--- src/rtl/ptr_defines.svh ---
// constants for the receive pointer interpreter
// assumes one pointer word is presented per frame on the block clock
//
// Functional notes
// - six states: normal, AIS, LOP, increment, decrement, NDF
// - NDF enabled codes 1001,0001,1101,1011,1000
// - NDF disabled codes 0110,1110,0010,0100,0111
// - other NDF codes invalid, except within AIS
// - both pointer bytes all ones means AIS
// - normal pointer: NDF disabled, offset equals active
// - NDF enable: NDF enabled, offset in range
// - increment: I-bits majority inverted, D-bits not
// - decrement: D-bits majority inverted, I-bits not
// - tributary events other than AIS also require matching ss-bits
// - expected ss-bits 10, 00 for TU-2, SS_TU11 (default 11) for TU-11
// - AU-4 and AU-4-Xc ignore the ss-bits
// - anything else invalid; inc/dec valid only normally
// - three consecutive AIS frames enter AIS
// - eight consecutive invalid frames enter LOP, as do eight NDF enables
// - new pointer: in range, differs; also invalid
// - accept offset after three equal new pointers
// - three equal new pointers win, clear invalids
// - new counter cleared on state change, mostly
// - invalid counter survives state changes
// - AIS counter kept; NDF counter cleared AIS-to-NDF
// - active offset valid only in normal state
// - type mismatch persisting leads to LOP
`ifndef PTR_DEFINES_SVH
`define PTR_DEFINES_SVH

// ---------------------------------------------------------------
// pointer word layout
// ---------------------------------------------------------------
`define PTR_AIS_WORD 16'hFFFF
`define PTR_NDF_HI 7
`define PTR_NDF_LO 4
`define PTR_SS_HI 3
`define PTR_SS_LO 2

// ---------------------------------------------------------------
// codes and ranges
// ---------------------------------------------------------------
`define PTR_SS_NORMAL 2'h2
`define PTR_SS_TU2 2'h0
`define PTR_MAX_AU4 10'h30E
`define PTR_MAX_TU3 10'h2FC
`define PTR_MAX_TU2 10'h1AB
`define PTR_MAX_TU12 10'h08B
`define PTR_MAX_TU11 10'h067

// ---------------------------------------------------------------
// consecutive frame counts
// ---------------------------------------------------------------
`define PTR_CNT_W 4
`define PTR_AIS_RUN 4'h3
`define PTR_INV_RUN 4'h8
`define PTR_NDF_RUN 4'h8
`define PTR_NEW_RUN 4'h3
`define PTR_HOLD_RUN 4'h3

`endif

--- src/rtl/ptr_pkg.sv ---
// types shared by the pointer interpreter modules
// assumes nothing beyond the defines header
`default_nettype none
package ptr_pkg;
	typedef enum logic [5:0] {
		PTR_NORM = 6'h01,
		PTR_AIS = 6'h02,
		PTR_LOP = 6'h04,
		PTR_INC = 6'h08,
		PTR_DEC = 6'h10,
		PTR_NDF = 6'h20
	} ptr_state_t;
	typedef enum logic [2:0] {
		PTR_T_AU4 = 3'h0,
		PTR_T_AU4XC = 3'h1,
		PTR_T_TU3 = 3'h2,
		PTR_T_TU2 = 3'h3,
		PTR_T_TU12 = 3'h4,
		PTR_T_TU11 = 3'h5
	} ptr_type_t;
endpackage
`default_nettype wire

--- src/rtl/ptr_evt_if.sv ---
// per-frame pointer events from the classifier to the state machine
// assumes both ends sit on the same clock
`default_nettype none
interface ptr_evt_if;
	logic ais;
	logic norm;
	logic ndfe;
	logic inc;
	logic dec;
	logic newp;
	logic [9:0] rx_off;
	logic [9:0] max_off;
	modport cls (output ais, norm, ndfe, inc, dec, newp, rx_off, max_off);
	modport fsm (input ais, norm, ndfe, inc, dec, newp, rx_off, max_off);
endinterface
`default_nettype wire

--- src/rtl/ptr_interp.sv ---
// receive pointer interpreter: event counters, state machine, outputs
// assumes PTR_VALID pulses once per frame with the pointer bytes
// from framing logic on MCLK; provisioned type is quasi-static
`include "ptr_defines.svh"
`default_nettype none
module ptr_interp #(
	parameter logic [1:0] SS_TU11 = 2'h3
) (
	// clock and reset
	input wire logic MCLK,
	input wire logic RST_N,
	// received pointer
	input wire logic PTR_VALID,
	input wire logic [7:0] PTR_H1,
	input wire logic [7:0] PTR_H2,
	// provisioning
	input wire ptr_pkg::ptr_type_t PTR_TYPE,
	input wire logic TYPE_MISMATCH,
	// defects and offset
	output logic AIS_DEFECT,
	output logic LOP_DEFECT,
	output logic [9:0] ACT_OFFSET,
	output logic OFFSET_VALID,
	output logic OFFSET_JUMP,
	output ptr_pkg::ptr_state_t STATE
);
	// ---------------------------------------------------------------
	// declarations
	// ---------------------------------------------------------------
	ptr_evt_if ev ();
	ptr_pkg::ptr_state_t st_q, st_d;
	logic [9:0] off_q, off_d, cand_q;
	logic off_def_q;
	logic [`PTR_CNT_W-1:0] ais_cnt_q, inv_cnt_q, ndf_cnt_q, new_cnt_q, hold_q;
	logic f, inv, eq3, ais3, inv8, ndf8, acc, chg, keep_new, adj;

	// ---------------------------------------------------------------
	// classification
	// ---------------------------------------------------------------
	ptr_classify #(
		.SS_TU11(SS_TU11)
	) u_cls (
		.h1(PTR_H1),
		.h2(PTR_H2),
		.ptype(PTR_TYPE),
		.type_mism(TYPE_MISMATCH),
		.act_off(off_q),
		.off_def(off_def_q),
		.ev(ev.cls)
	);

	assign f = PTR_VALID;
	// inc and dec only count as valid while in the normal state
	assign inv = !ev.norm && !ev.ndfe && !ev.ais
		&& !((ev.inc || ev.dec) && st_q == ptr_pkg::PTR_NORM);
	assign eq3 = ev.newp && (new_cnt_q == `PTR_NEW_RUN - 4'h1)
		&& (ev.rx_off == cand_q);
	assign ais3 = ev.ais && (ais_cnt_q == `PTR_AIS_RUN - 4'h1);
	assign inv8 = inv && (inv_cnt_q == `PTR_INV_RUN - 4'h1);
	assign ndf8 = ev.ndfe && (ndf_cnt_q == `PTR_NDF_RUN - 4'h1);
	assign adj = st_q == ptr_pkg::PTR_INC || st_q == ptr_pkg::PTR_DEC
		|| st_q == ptr_pkg::PTR_NDF;

	// ---------------------------------------------------------------
	// next state
	// ---------------------------------------------------------------
	always_comb begin
		st_d = st_q;
		acc = 1'b0;
		if (f) begin
			if (eq3) begin
				st_d = ptr_pkg::PTR_NORM;
				acc = 1'b1;
			end else if (ais3 && st_q != ptr_pkg::PTR_AIS) begin
				st_d = ptr_pkg::PTR_AIS;
			end else if (inv8 && st_q != ptr_pkg::PTR_LOP) begin
				st_d = ptr_pkg::PTR_LOP;
			end else if (ndf8 && (st_q == ptr_pkg::PTR_NORM
				|| st_q == ptr_pkg::PTR_NDF)) begin
				st_d = ptr_pkg::PTR_LOP;
			end else if (ev.ndfe) begin
				st_d = ptr_pkg::PTR_NDF;
				acc = 1'b1;
			end else begin
				unique case (st_q)
					ptr_pkg::PTR_NORM: begin
						if (ev.inc)
							st_d = ptr_pkg::PTR_INC;
						else if (ev.dec)
							st_d = ptr_pkg::PTR_DEC;
					end
					ptr_pkg::PTR_INC, ptr_pkg::PTR_DEC, ptr_pkg::PTR_NDF: begin
						if (hold_q == `PTR_HOLD_RUN - 4'h1)
							st_d = ptr_pkg::PTR_NORM;
					end
					ptr_pkg::PTR_AIS, ptr_pkg::PTR_LOP: ;
				endcase
			end
		end
	end

	assign chg = st_d != st_q;
	// among the normal and adjust states the new-pointer run survives
	assign keep_new = (st_q == ptr_pkg::PTR_NORM || adj)
		&& (st_d == ptr_pkg::PTR_NORM || st_d == ptr_pkg::PTR_INC
		|| st_d == ptr_pkg::PTR_DEC || st_d == ptr_pkg::PTR_NDF);

	// ---------------------------------------------------------------
	// state register
	// ---------------------------------------------------------------
	always_ff @(posedge MCLK) begin
		if (!RST_N)
			st_q <= ptr_pkg::PTR_LOP;
		else
			st_q <= st_d;
	end

	// frames spent in an adjust state; restarts on every entry
	always_ff @(posedge MCLK) begin
		if (!RST_N)
			hold_q <= '0;
		else if (f && (chg || acc))
			hold_q <= '0;
		else if (f && adj)
			hold_q <= hold_q + 4'h1;
	end

	// ---------------------------------------------------------------
	// active offset
	// ---------------------------------------------------------------
	always_comb begin
		off_d = off_q;
		if (acc)
			off_d = ev.rx_off;
		else if (f && st_q == ptr_pkg::PTR_NORM && st_d == ptr_pkg::PTR_INC)
			off_d = (off_q >= ev.max_off) ? 10'h000 : off_q + 10'h001;
		else if (f && st_q == ptr_pkg::PTR_NORM && st_d == ptr_pkg::PTR_DEC)
			off_d = (off_q == 10'h000) ? ev.max_off : off_q - 10'h001;
	end

	always_ff @(posedge MCLK) begin
		if (!RST_N)
			off_q <= 10'h000;
		else
			off_q <= off_d;
	end

	// offset is undefined once AIS or LOP is entered
	always_ff @(posedge MCLK) begin
		if (!RST_N)
			off_def_q <= 1'b0;
		else if (acc)
			off_def_q <= 1'b1;
		else if (st_d == ptr_pkg::PTR_AIS || st_d == ptr_pkg::PTR_LOP)
			off_def_q <= 1'b0;
	end

	// ---------------------------------------------------------------
	// consecutive event counters
	// ---------------------------------------------------------------
	// AIS run: not touched by state changes
	always_ff @(posedge MCLK) begin
		if (!RST_N)
			ais_cnt_q <= '0;
		else if (f && !ev.ais)
			ais_cnt_q <= '0;
		else if (f && ais_cnt_q != `PTR_AIS_RUN)
			ais_cnt_q <= ais_cnt_q + 4'h1;
	end

	// invalid run: counts in every state, cleared by three equal news or any frame that is not invalid
	always_ff @(posedge MCLK) begin
		if (!RST_N)
			inv_cnt_q <= '0;
		else if (f && (eq3 || !inv))
			inv_cnt_q <= '0;
		else if (f && inv_cnt_q != `PTR_INV_RUN)
			inv_cnt_q <= inv_cnt_q + 4'h1;
	end

	// NDF-enable run: cleared on the AIS to NDF step and by any frame without NDF enable
	always_ff @(posedge MCLK) begin
		if (!RST_N)
			ndf_cnt_q <= '0;
		else if (f && st_q == ptr_pkg::PTR_AIS && st_d == ptr_pkg::PTR_NDF)
			ndf_cnt_q <= '0;
		else if (f && !ev.ndfe)
			ndf_cnt_q <= '0;
		else if (f && ndf_cnt_q != `PTR_NDF_RUN)
			ndf_cnt_q <= ndf_cnt_q + 4'h1;
	end

	// new-pointer run and the offset it must repeat
	always_ff @(posedge MCLK) begin
		if (!RST_N) begin
			new_cnt_q <= '0;
			cand_q <= 10'h000;
		end else if (f) begin
			if (eq3 || (chg && !keep_new) || !ev.newp) begin
				new_cnt_q <= '0;
			end else if (new_cnt_q == 4'h0 || ev.rx_off != cand_q) begin
				new_cnt_q <= 4'h1;
				cand_q <= ev.rx_off;
			end else begin
				new_cnt_q <= new_cnt_q + 4'h1;
			end
		end
	end

	// ---------------------------------------------------------------
	// outputs
	// ---------------------------------------------------------------
	always_ff @(posedge MCLK) begin
		if (!RST_N) begin
			STATE <= ptr_pkg::PTR_LOP;
			AIS_DEFECT <= 1'b0;
			LOP_DEFECT <= 1'b1;
			OFFSET_VALID <= 1'b0;
		end else begin
			STATE <= st_d;
			AIS_DEFECT <= st_d == ptr_pkg::PTR_AIS;
			LOP_DEFECT <= st_d == ptr_pkg::PTR_LOP;
			OFFSET_VALID <= st_d == ptr_pkg::PTR_NORM;
		end
	end

	always_ff @(posedge MCLK) begin
		if (!RST_N) begin
			ACT_OFFSET <= 10'h000;
			OFFSET_JUMP <= 1'b0;
		end else begin
			ACT_OFFSET <= off_d;
			// frame offset discontinuity for the downstream elastic store
			OFFSET_JUMP <= acc && (ev.rx_off != off_q || !off_def_q);
		end
	end
endmodule // ptr_interp
`default_nettype wire

--- src/rtl/ptr_classify.sv ---
// combinational classifier of one received pointer word
// assumes active offset and its defined flag come from the state machine
`include "ptr_defines.svh"
`default_nettype none
module ptr_classify #(
	parameter logic [1:0] SS_TU11 = 2'h3
) (
	// pointer word
	input wire logic [7:0] h1,
	input wire logic [7:0] h2,
	// provisioning and context
	input wire ptr_pkg::ptr_type_t ptype,
	input wire logic type_mism,
	input wire logic [9:0] act_off,
	input wire logic off_def,
	// events
	ptr_evt_if.cls ev
);
	logic [3:0] ndf;
	logic [1:0] ss;
	logic [9:0] off;
	logic [9:0] diff;
	logic ndf_en, ndf_dis, ss_ok, in_rng, imaj, dmaj, ok;
	logic [1:0] ss_exp;
	logic chk_ss;
	logic [2:0] icnt, dcnt;

	assign ndf = h1[`PTR_NDF_HI:`PTR_NDF_LO];
	assign ss = h1[`PTR_SS_HI:`PTR_SS_LO];
	assign off = {h1[1:0], h2};
	assign diff = off ^ act_off;

	always_comb begin
		ndf_en = 1'b0;
		ndf_dis = 1'b0;
		unique case (ndf)
			4'h9, 4'h1, 4'hD, 4'hB, 4'h8: ndf_en = 1'b1;
			4'h6, 4'hE, 4'h2, 4'h4, 4'h7: ndf_dis = 1'b1;
			default: ; // remaining codes fall to invalid
		endcase
	end

	always_comb begin
		chk_ss = 1'b1;
		ss_exp = `PTR_SS_NORMAL;
		unique case (ptype)
			ptr_pkg::PTR_T_AU4, ptr_pkg::PTR_T_AU4XC: begin
				chk_ss = 1'b0;
				ev.max_off = `PTR_MAX_AU4;
			end
			ptr_pkg::PTR_T_TU3: ev.max_off = `PTR_MAX_TU3;
			ptr_pkg::PTR_T_TU2: begin
				ss_exp = `PTR_SS_TU2;
				ev.max_off = `PTR_MAX_TU2;
			end
			ptr_pkg::PTR_T_TU12: ev.max_off = `PTR_MAX_TU12;
			ptr_pkg::PTR_T_TU11: begin
				ss_exp = SS_TU11;
				ev.max_off = `PTR_MAX_TU11;
			end
			default: ev.max_off = `PTR_MAX_AU4;
		endcase
	end

	// I-bits are the odd offset bits, D-bits the even ones
	always_comb begin
		icnt = 3'h0;
		dcnt = 3'h0;
		for (int i = 0; i < 5; i++) begin
			icnt = icnt + {2'h0, diff[2*i+1]};
			dcnt = dcnt + {2'h0, diff[2*i]};
		end
	end

	assign imaj = icnt >= 3'h3;
	assign dmaj = dcnt >= 3'h3;
	assign ss_ok = !chk_ss || (ss == ss_exp);
	assign in_rng = off <= ev.max_off;
	// a provisioned type mismatch turns every frame except AIS invalid
	assign ok = ss_ok && !type_mism;

	assign ev.rx_off = off;
	assign ev.ais = ({h1, h2} == `PTR_AIS_WORD);
	assign ev.norm = ndf_dis && ok && off_def && (off == act_off);
	assign ev.ndfe = ndf_en && ok && in_rng;
	assign ev.inc = ndf_dis && ok && off_def && imaj && !dmaj;
	assign ev.dec = ndf_dis && ok && off_def && dmaj && !imaj;
	assign ev.newp = ndf_dis && ok && in_rng && (!off_def || off != act_off);
endmodule // ptr_classify
`default_nettype wire

--- config.mk ---
export PLATFORM = sky130hd
export DESIGN_NAME = ptr_interp
export DESIGN_NICKNAME = d
export VERILOG_FILES = /design/src/rtl/ptr_pkg.sv /design/src/rtl/ptr_evt_if.sv /design/src/rtl/ptr_interp.sv /design/src/rtl/ptr_classify.sv
export VERILOG_INCLUDE_DIRS = /design/src /design/src/rtl
export SDC_FILE = /design/constraint.sdc
export NUM_CORES = 1
export LEC_CHECK = 0
export BUFFER_PORTS_ARGS = -buffer_cell sky130_fd_sc_hd__buf_2
export CAP_MARGIN = 20
export CELL_PAD_IN_SITES_DETAIL_PLACEMENT = 1
export CELL_PAD_IN_SITES_GLOBAL_PLACEMENT = 1
export CORE_ASPECT_RATIO = 0.8
export CORE_UTILIZATION = 49
export DETAILED_ROUTE_END_ITERATION = 6
export GPL_ROUTABILITY_DRIVEN = 0
export PLACE_DENSITY = 0.95
export SLEW_MARGIN = 20
export SYNTH_ARGS = -nofsm -noshare
export SYNTH_HDL_FRONTEND = slang
export SYNTH_SLANG_ARGS = --single-unit
--- constraint.sdc ---
create_clock -name MCLK -period 7.7 [get_ports MCLK]
set_input_delay 1.54 -clock MCLK [delete_from_list [all_inputs] [get_ports MCLK]]
set_output_delay 1.54 -clock MCLK [all_outputs]
set_load 0.005 [all_outputs]
==> summary.md <==
| Metric | Value |
|---|---|
| Syn Nets | `632` |
| Crit start category | `input pin` |
| Hold Path Class | `reg -> reg` |
| FF+latch count, synth | `51` |
| Synthesized area per cell | `7.94 um2` |
| Max-Cap Viols | `0` |
| Req. time, crit path | `7.92 ns` |
| CP max stage delay | `0.67 ns` |
| Area growth, synth to finish | `8.05%` |
| Crit end category | `register` |
| Crit Path Category | `in -> reg` |
| Synth area leaders | `dfxtp_1 (23%), ha_1 (10%), xor2_1 (5.4%), nor2_1 (5.0%), nand2_1 (4.9%)` |
| Routed wire length | `16000 um` |
| Hold Slack | `0.480 ns` |
| Initial antenna violation count | `0` |
| Fin cells | `705` |
| Max VDD drop | `0.112 mV` |
| Status | `complete, but fails checks` |
| Clk sinks | `51` |
| Num CTS Buffers | `5` |
| Mapped cell area | `4510 um2` |
| Inserted Diodes | `0` |
| Setup_tns | `0 ns` |
| Die ar. | `9590 um2` |
| Number of synthesized flops with an enable pin | `0` |
| Dominant cell type by area after synthesis | `dfxtp_1` |
| Drt via density | `6.69` |
| Multi-input logic area | `3170 um2` |
| Total power | `726 uW` |
| Total GRT Usage | `34.6%` |
| CTS clock-pin slew for the worst setup and hold paths | `0.07 ns` |
| Root Driver | `clkbuf_16` |
| Global route total overflow | `0` |
| Cell variety after synth | `82` |
| Htree depth | `2` |
| Top-count cell post-synth | `nor2_1` |
| Asr flop ratio synth | `0%` |
| Antenna Nets Post-Route | `0` |
| Initial Utilization | `51.8%` |
| Ys Warns | `0` |
| Crit path DAT | `6.84 ns` |
| Final setup vio count | `0` |
| Pre-antenna DRT Iters | `7` |
| Reg area | `1020 um2` |
| Largest net degree at the start of global routing | `38` |
| RSZ-0062 raised after global routing | `no` |
| Layout cell share with drive strength beyond 1 | `14.5%` |
| Synth top area share | `22.6%` |
| Post-cts resize count | `0` |
| Syn Inst Count | `568` |
| Vias in the first global route | `4787` |
| Die Y | `87.8 um` |
| CTS tree | `built` |
| Worst-path maximum fanout | `14` |
| Die width | `109 um` |
| Placed Cells incl. Taps | `697` |
| # fillers | `1112` |
| Commonest cells in the synthesized netlist | `nor2_1 (60), nand2_1 (59), dfxtp_1 (51)` |
| Fmax | `0.151 GHz` |
| Vias | `4714` |
| Max Slew Vio Count | `0` |
| Sequential share of the synthesized area | `22.6%` |
| Slew HR | `42.7%` |
| Site row count | `30` |
| Final period util | `86.0%` |
| Routed length per instance | `22.6 um` |
| DRC Markers | `13` |
| Max Root-Sink Buffers | `2` |
| Final Util | `55.9%` |
| Tmin final | `6.62 ns` |
| Power Density | `149 nW/um2` |
| Post-CTS setup buffers | `0` |
| Worst-path cell chain | `buf_2 > xor2_1 > ha_1 > inv_1 > fa_1 > inv_1 > ha_1 > fa_1 > a21oi_1 > a21boi_0 > nor2_1 > o211ai_1 > nand3_1 > nor3_4 > nor2_1 > a2111oi_0 > a2111oi_1 > a21oi_1` |
| PortBufs | `42` |
| Tightest Pin Transition | `0.859 ns` |
| Leakage | `0.00216 uW` |
| Initial DRC count | `531` |
| Hold buffers post-CTS | `0` |
| Skew final | `0.00594 ns` |
| First-pass GRT wire length | `25300 um` |
| Fin. Hold Viols | `0` |
| Clk_lat worst skew | `0.30 ns` |
| DP HPWL | `10800 um` |
| Core area | `8710 um2` |
| CP max-delay cell | `a2111oi_0` |
| Nets@finish | `656` |
| Top Ports | `43` |
| Violated checks | `design-rule violations` |
| Top FF cell, synth | `dfxtp_1` |
report_power, final:
| group | internal [uW] | switching, uW | total [uW] | leakage (uW) |
|---|---|---|---|---|
| logic | 61.0 | 113 | 174 | 0.00166 |
| clock network | 164 | 110 | 274 | 0.0000875 |
| registers | 269 | 9.63 | 278 | 0.000412 |
cells by family after synthesis:
group                      synth area share, %
DFF                                       22.6
xor gates and xnor gates                  8.35
AOI/OAI and AO/OA                         20.8
adders and majority gates                 12.0
and+or+nand+nor                           25.4
buffers and inverters                     7.08
muxes                                     3.61
worst paths after layout:
check                                   start       endpoint  slack (ns)  cells after the start
worst max-delay path                PTR_H2[3]  ACT_OFFSET[7]        1.08                     18
worst min-delay path                cand_q[4]      cand_q[4]        0.48                      2
worst max register to register  ACT_OFFSET[2]  ACT_OFFSET[7]        1.82                     18
worst min register to register      cand_q[4]      cand_q[4]        0.48                      2
final cells by class:
| type | count | share of cell area, % |
|---|---|---|
| tap | 112 | 2.88 |
| inverter | 37 | 3.00 |
| clock buffer | 6 | 2.85 |
| clock inverter | 2 | 0.796 |
| timing repair buffer | 43 | 4.47 |
| multi-input combinational | 454 | 65.0 |
| sequential | 51 | 21.0 |
metrics by stage:
| step | area (um2) | setup WS (ns) |
|---|---|---|
| final | 4870 | 1.08 |
| after global routing | 4870 | 0.890 |
| after CTS | 4870 | 1.37 |
| after detailed placement | 4690 | 1.32 |
| after global placement | 4690 | 1.65 |
| after floorplan | 4510 | 2.33 |
routing by layer:
layer  track usage, %  vias to the layer above  part of all wire, %
met4             14.5                        0                  3.7
met2             56.1                      282                   45
li1                 -                     2069                    -
met5                0                        -                    0
met1             44.9                     2293                   42
met3             7.07                       70                  9.3
layout by cell type (no fill, tap or decap), types with 4 or more instances in the layout:
cell	count
o21ai_0	32
xor2_1	28
nor2b_1	4
a2111oi_0	4
o22ai_1	4
nor3_1	9
fa_1	4
nor2_1	60
a31oi_1	5
dfxtp_1	51
nor4_1	6
a211oi_1	10
buf_2	42
clkbuf_16	5
nand2b_1	5
nand2_1	59
nand3_1	22
ha_1	37
mux2i_1	14
nand4_1	13
a21o_1	7
xnor2_1	15
inv_1	36
and3_1	6
a21oi_1	35
worst max-delay path: cells and delay by family:
family	cells	cell delay (ns)
XOR/XNOR	1	0.28
AO/OA/AOI/OAI	6	1.98
adder cells (fa/ha/maj)	4	1.34
buffers and inverters	3	0.38
AND/OR/NAND/NOR	4	1.31
registers in the layout, indices dropped and copies added, names as in the netlist:
signal,count
STATE,6
AIS_DEFECT,1
OFFSET_VALID,1
hold_q,4
ais_cnt_q,4
off_def_q,1
OFFSET_JUMP,1
inv_cnt_q,4
new_cnt_q,4
ndf_cnt_q,4
ACT_OFFSET,10
LOP_DEFECT,1
cand_q,10
Note: power is estimated with default switching activity, not from simulation.
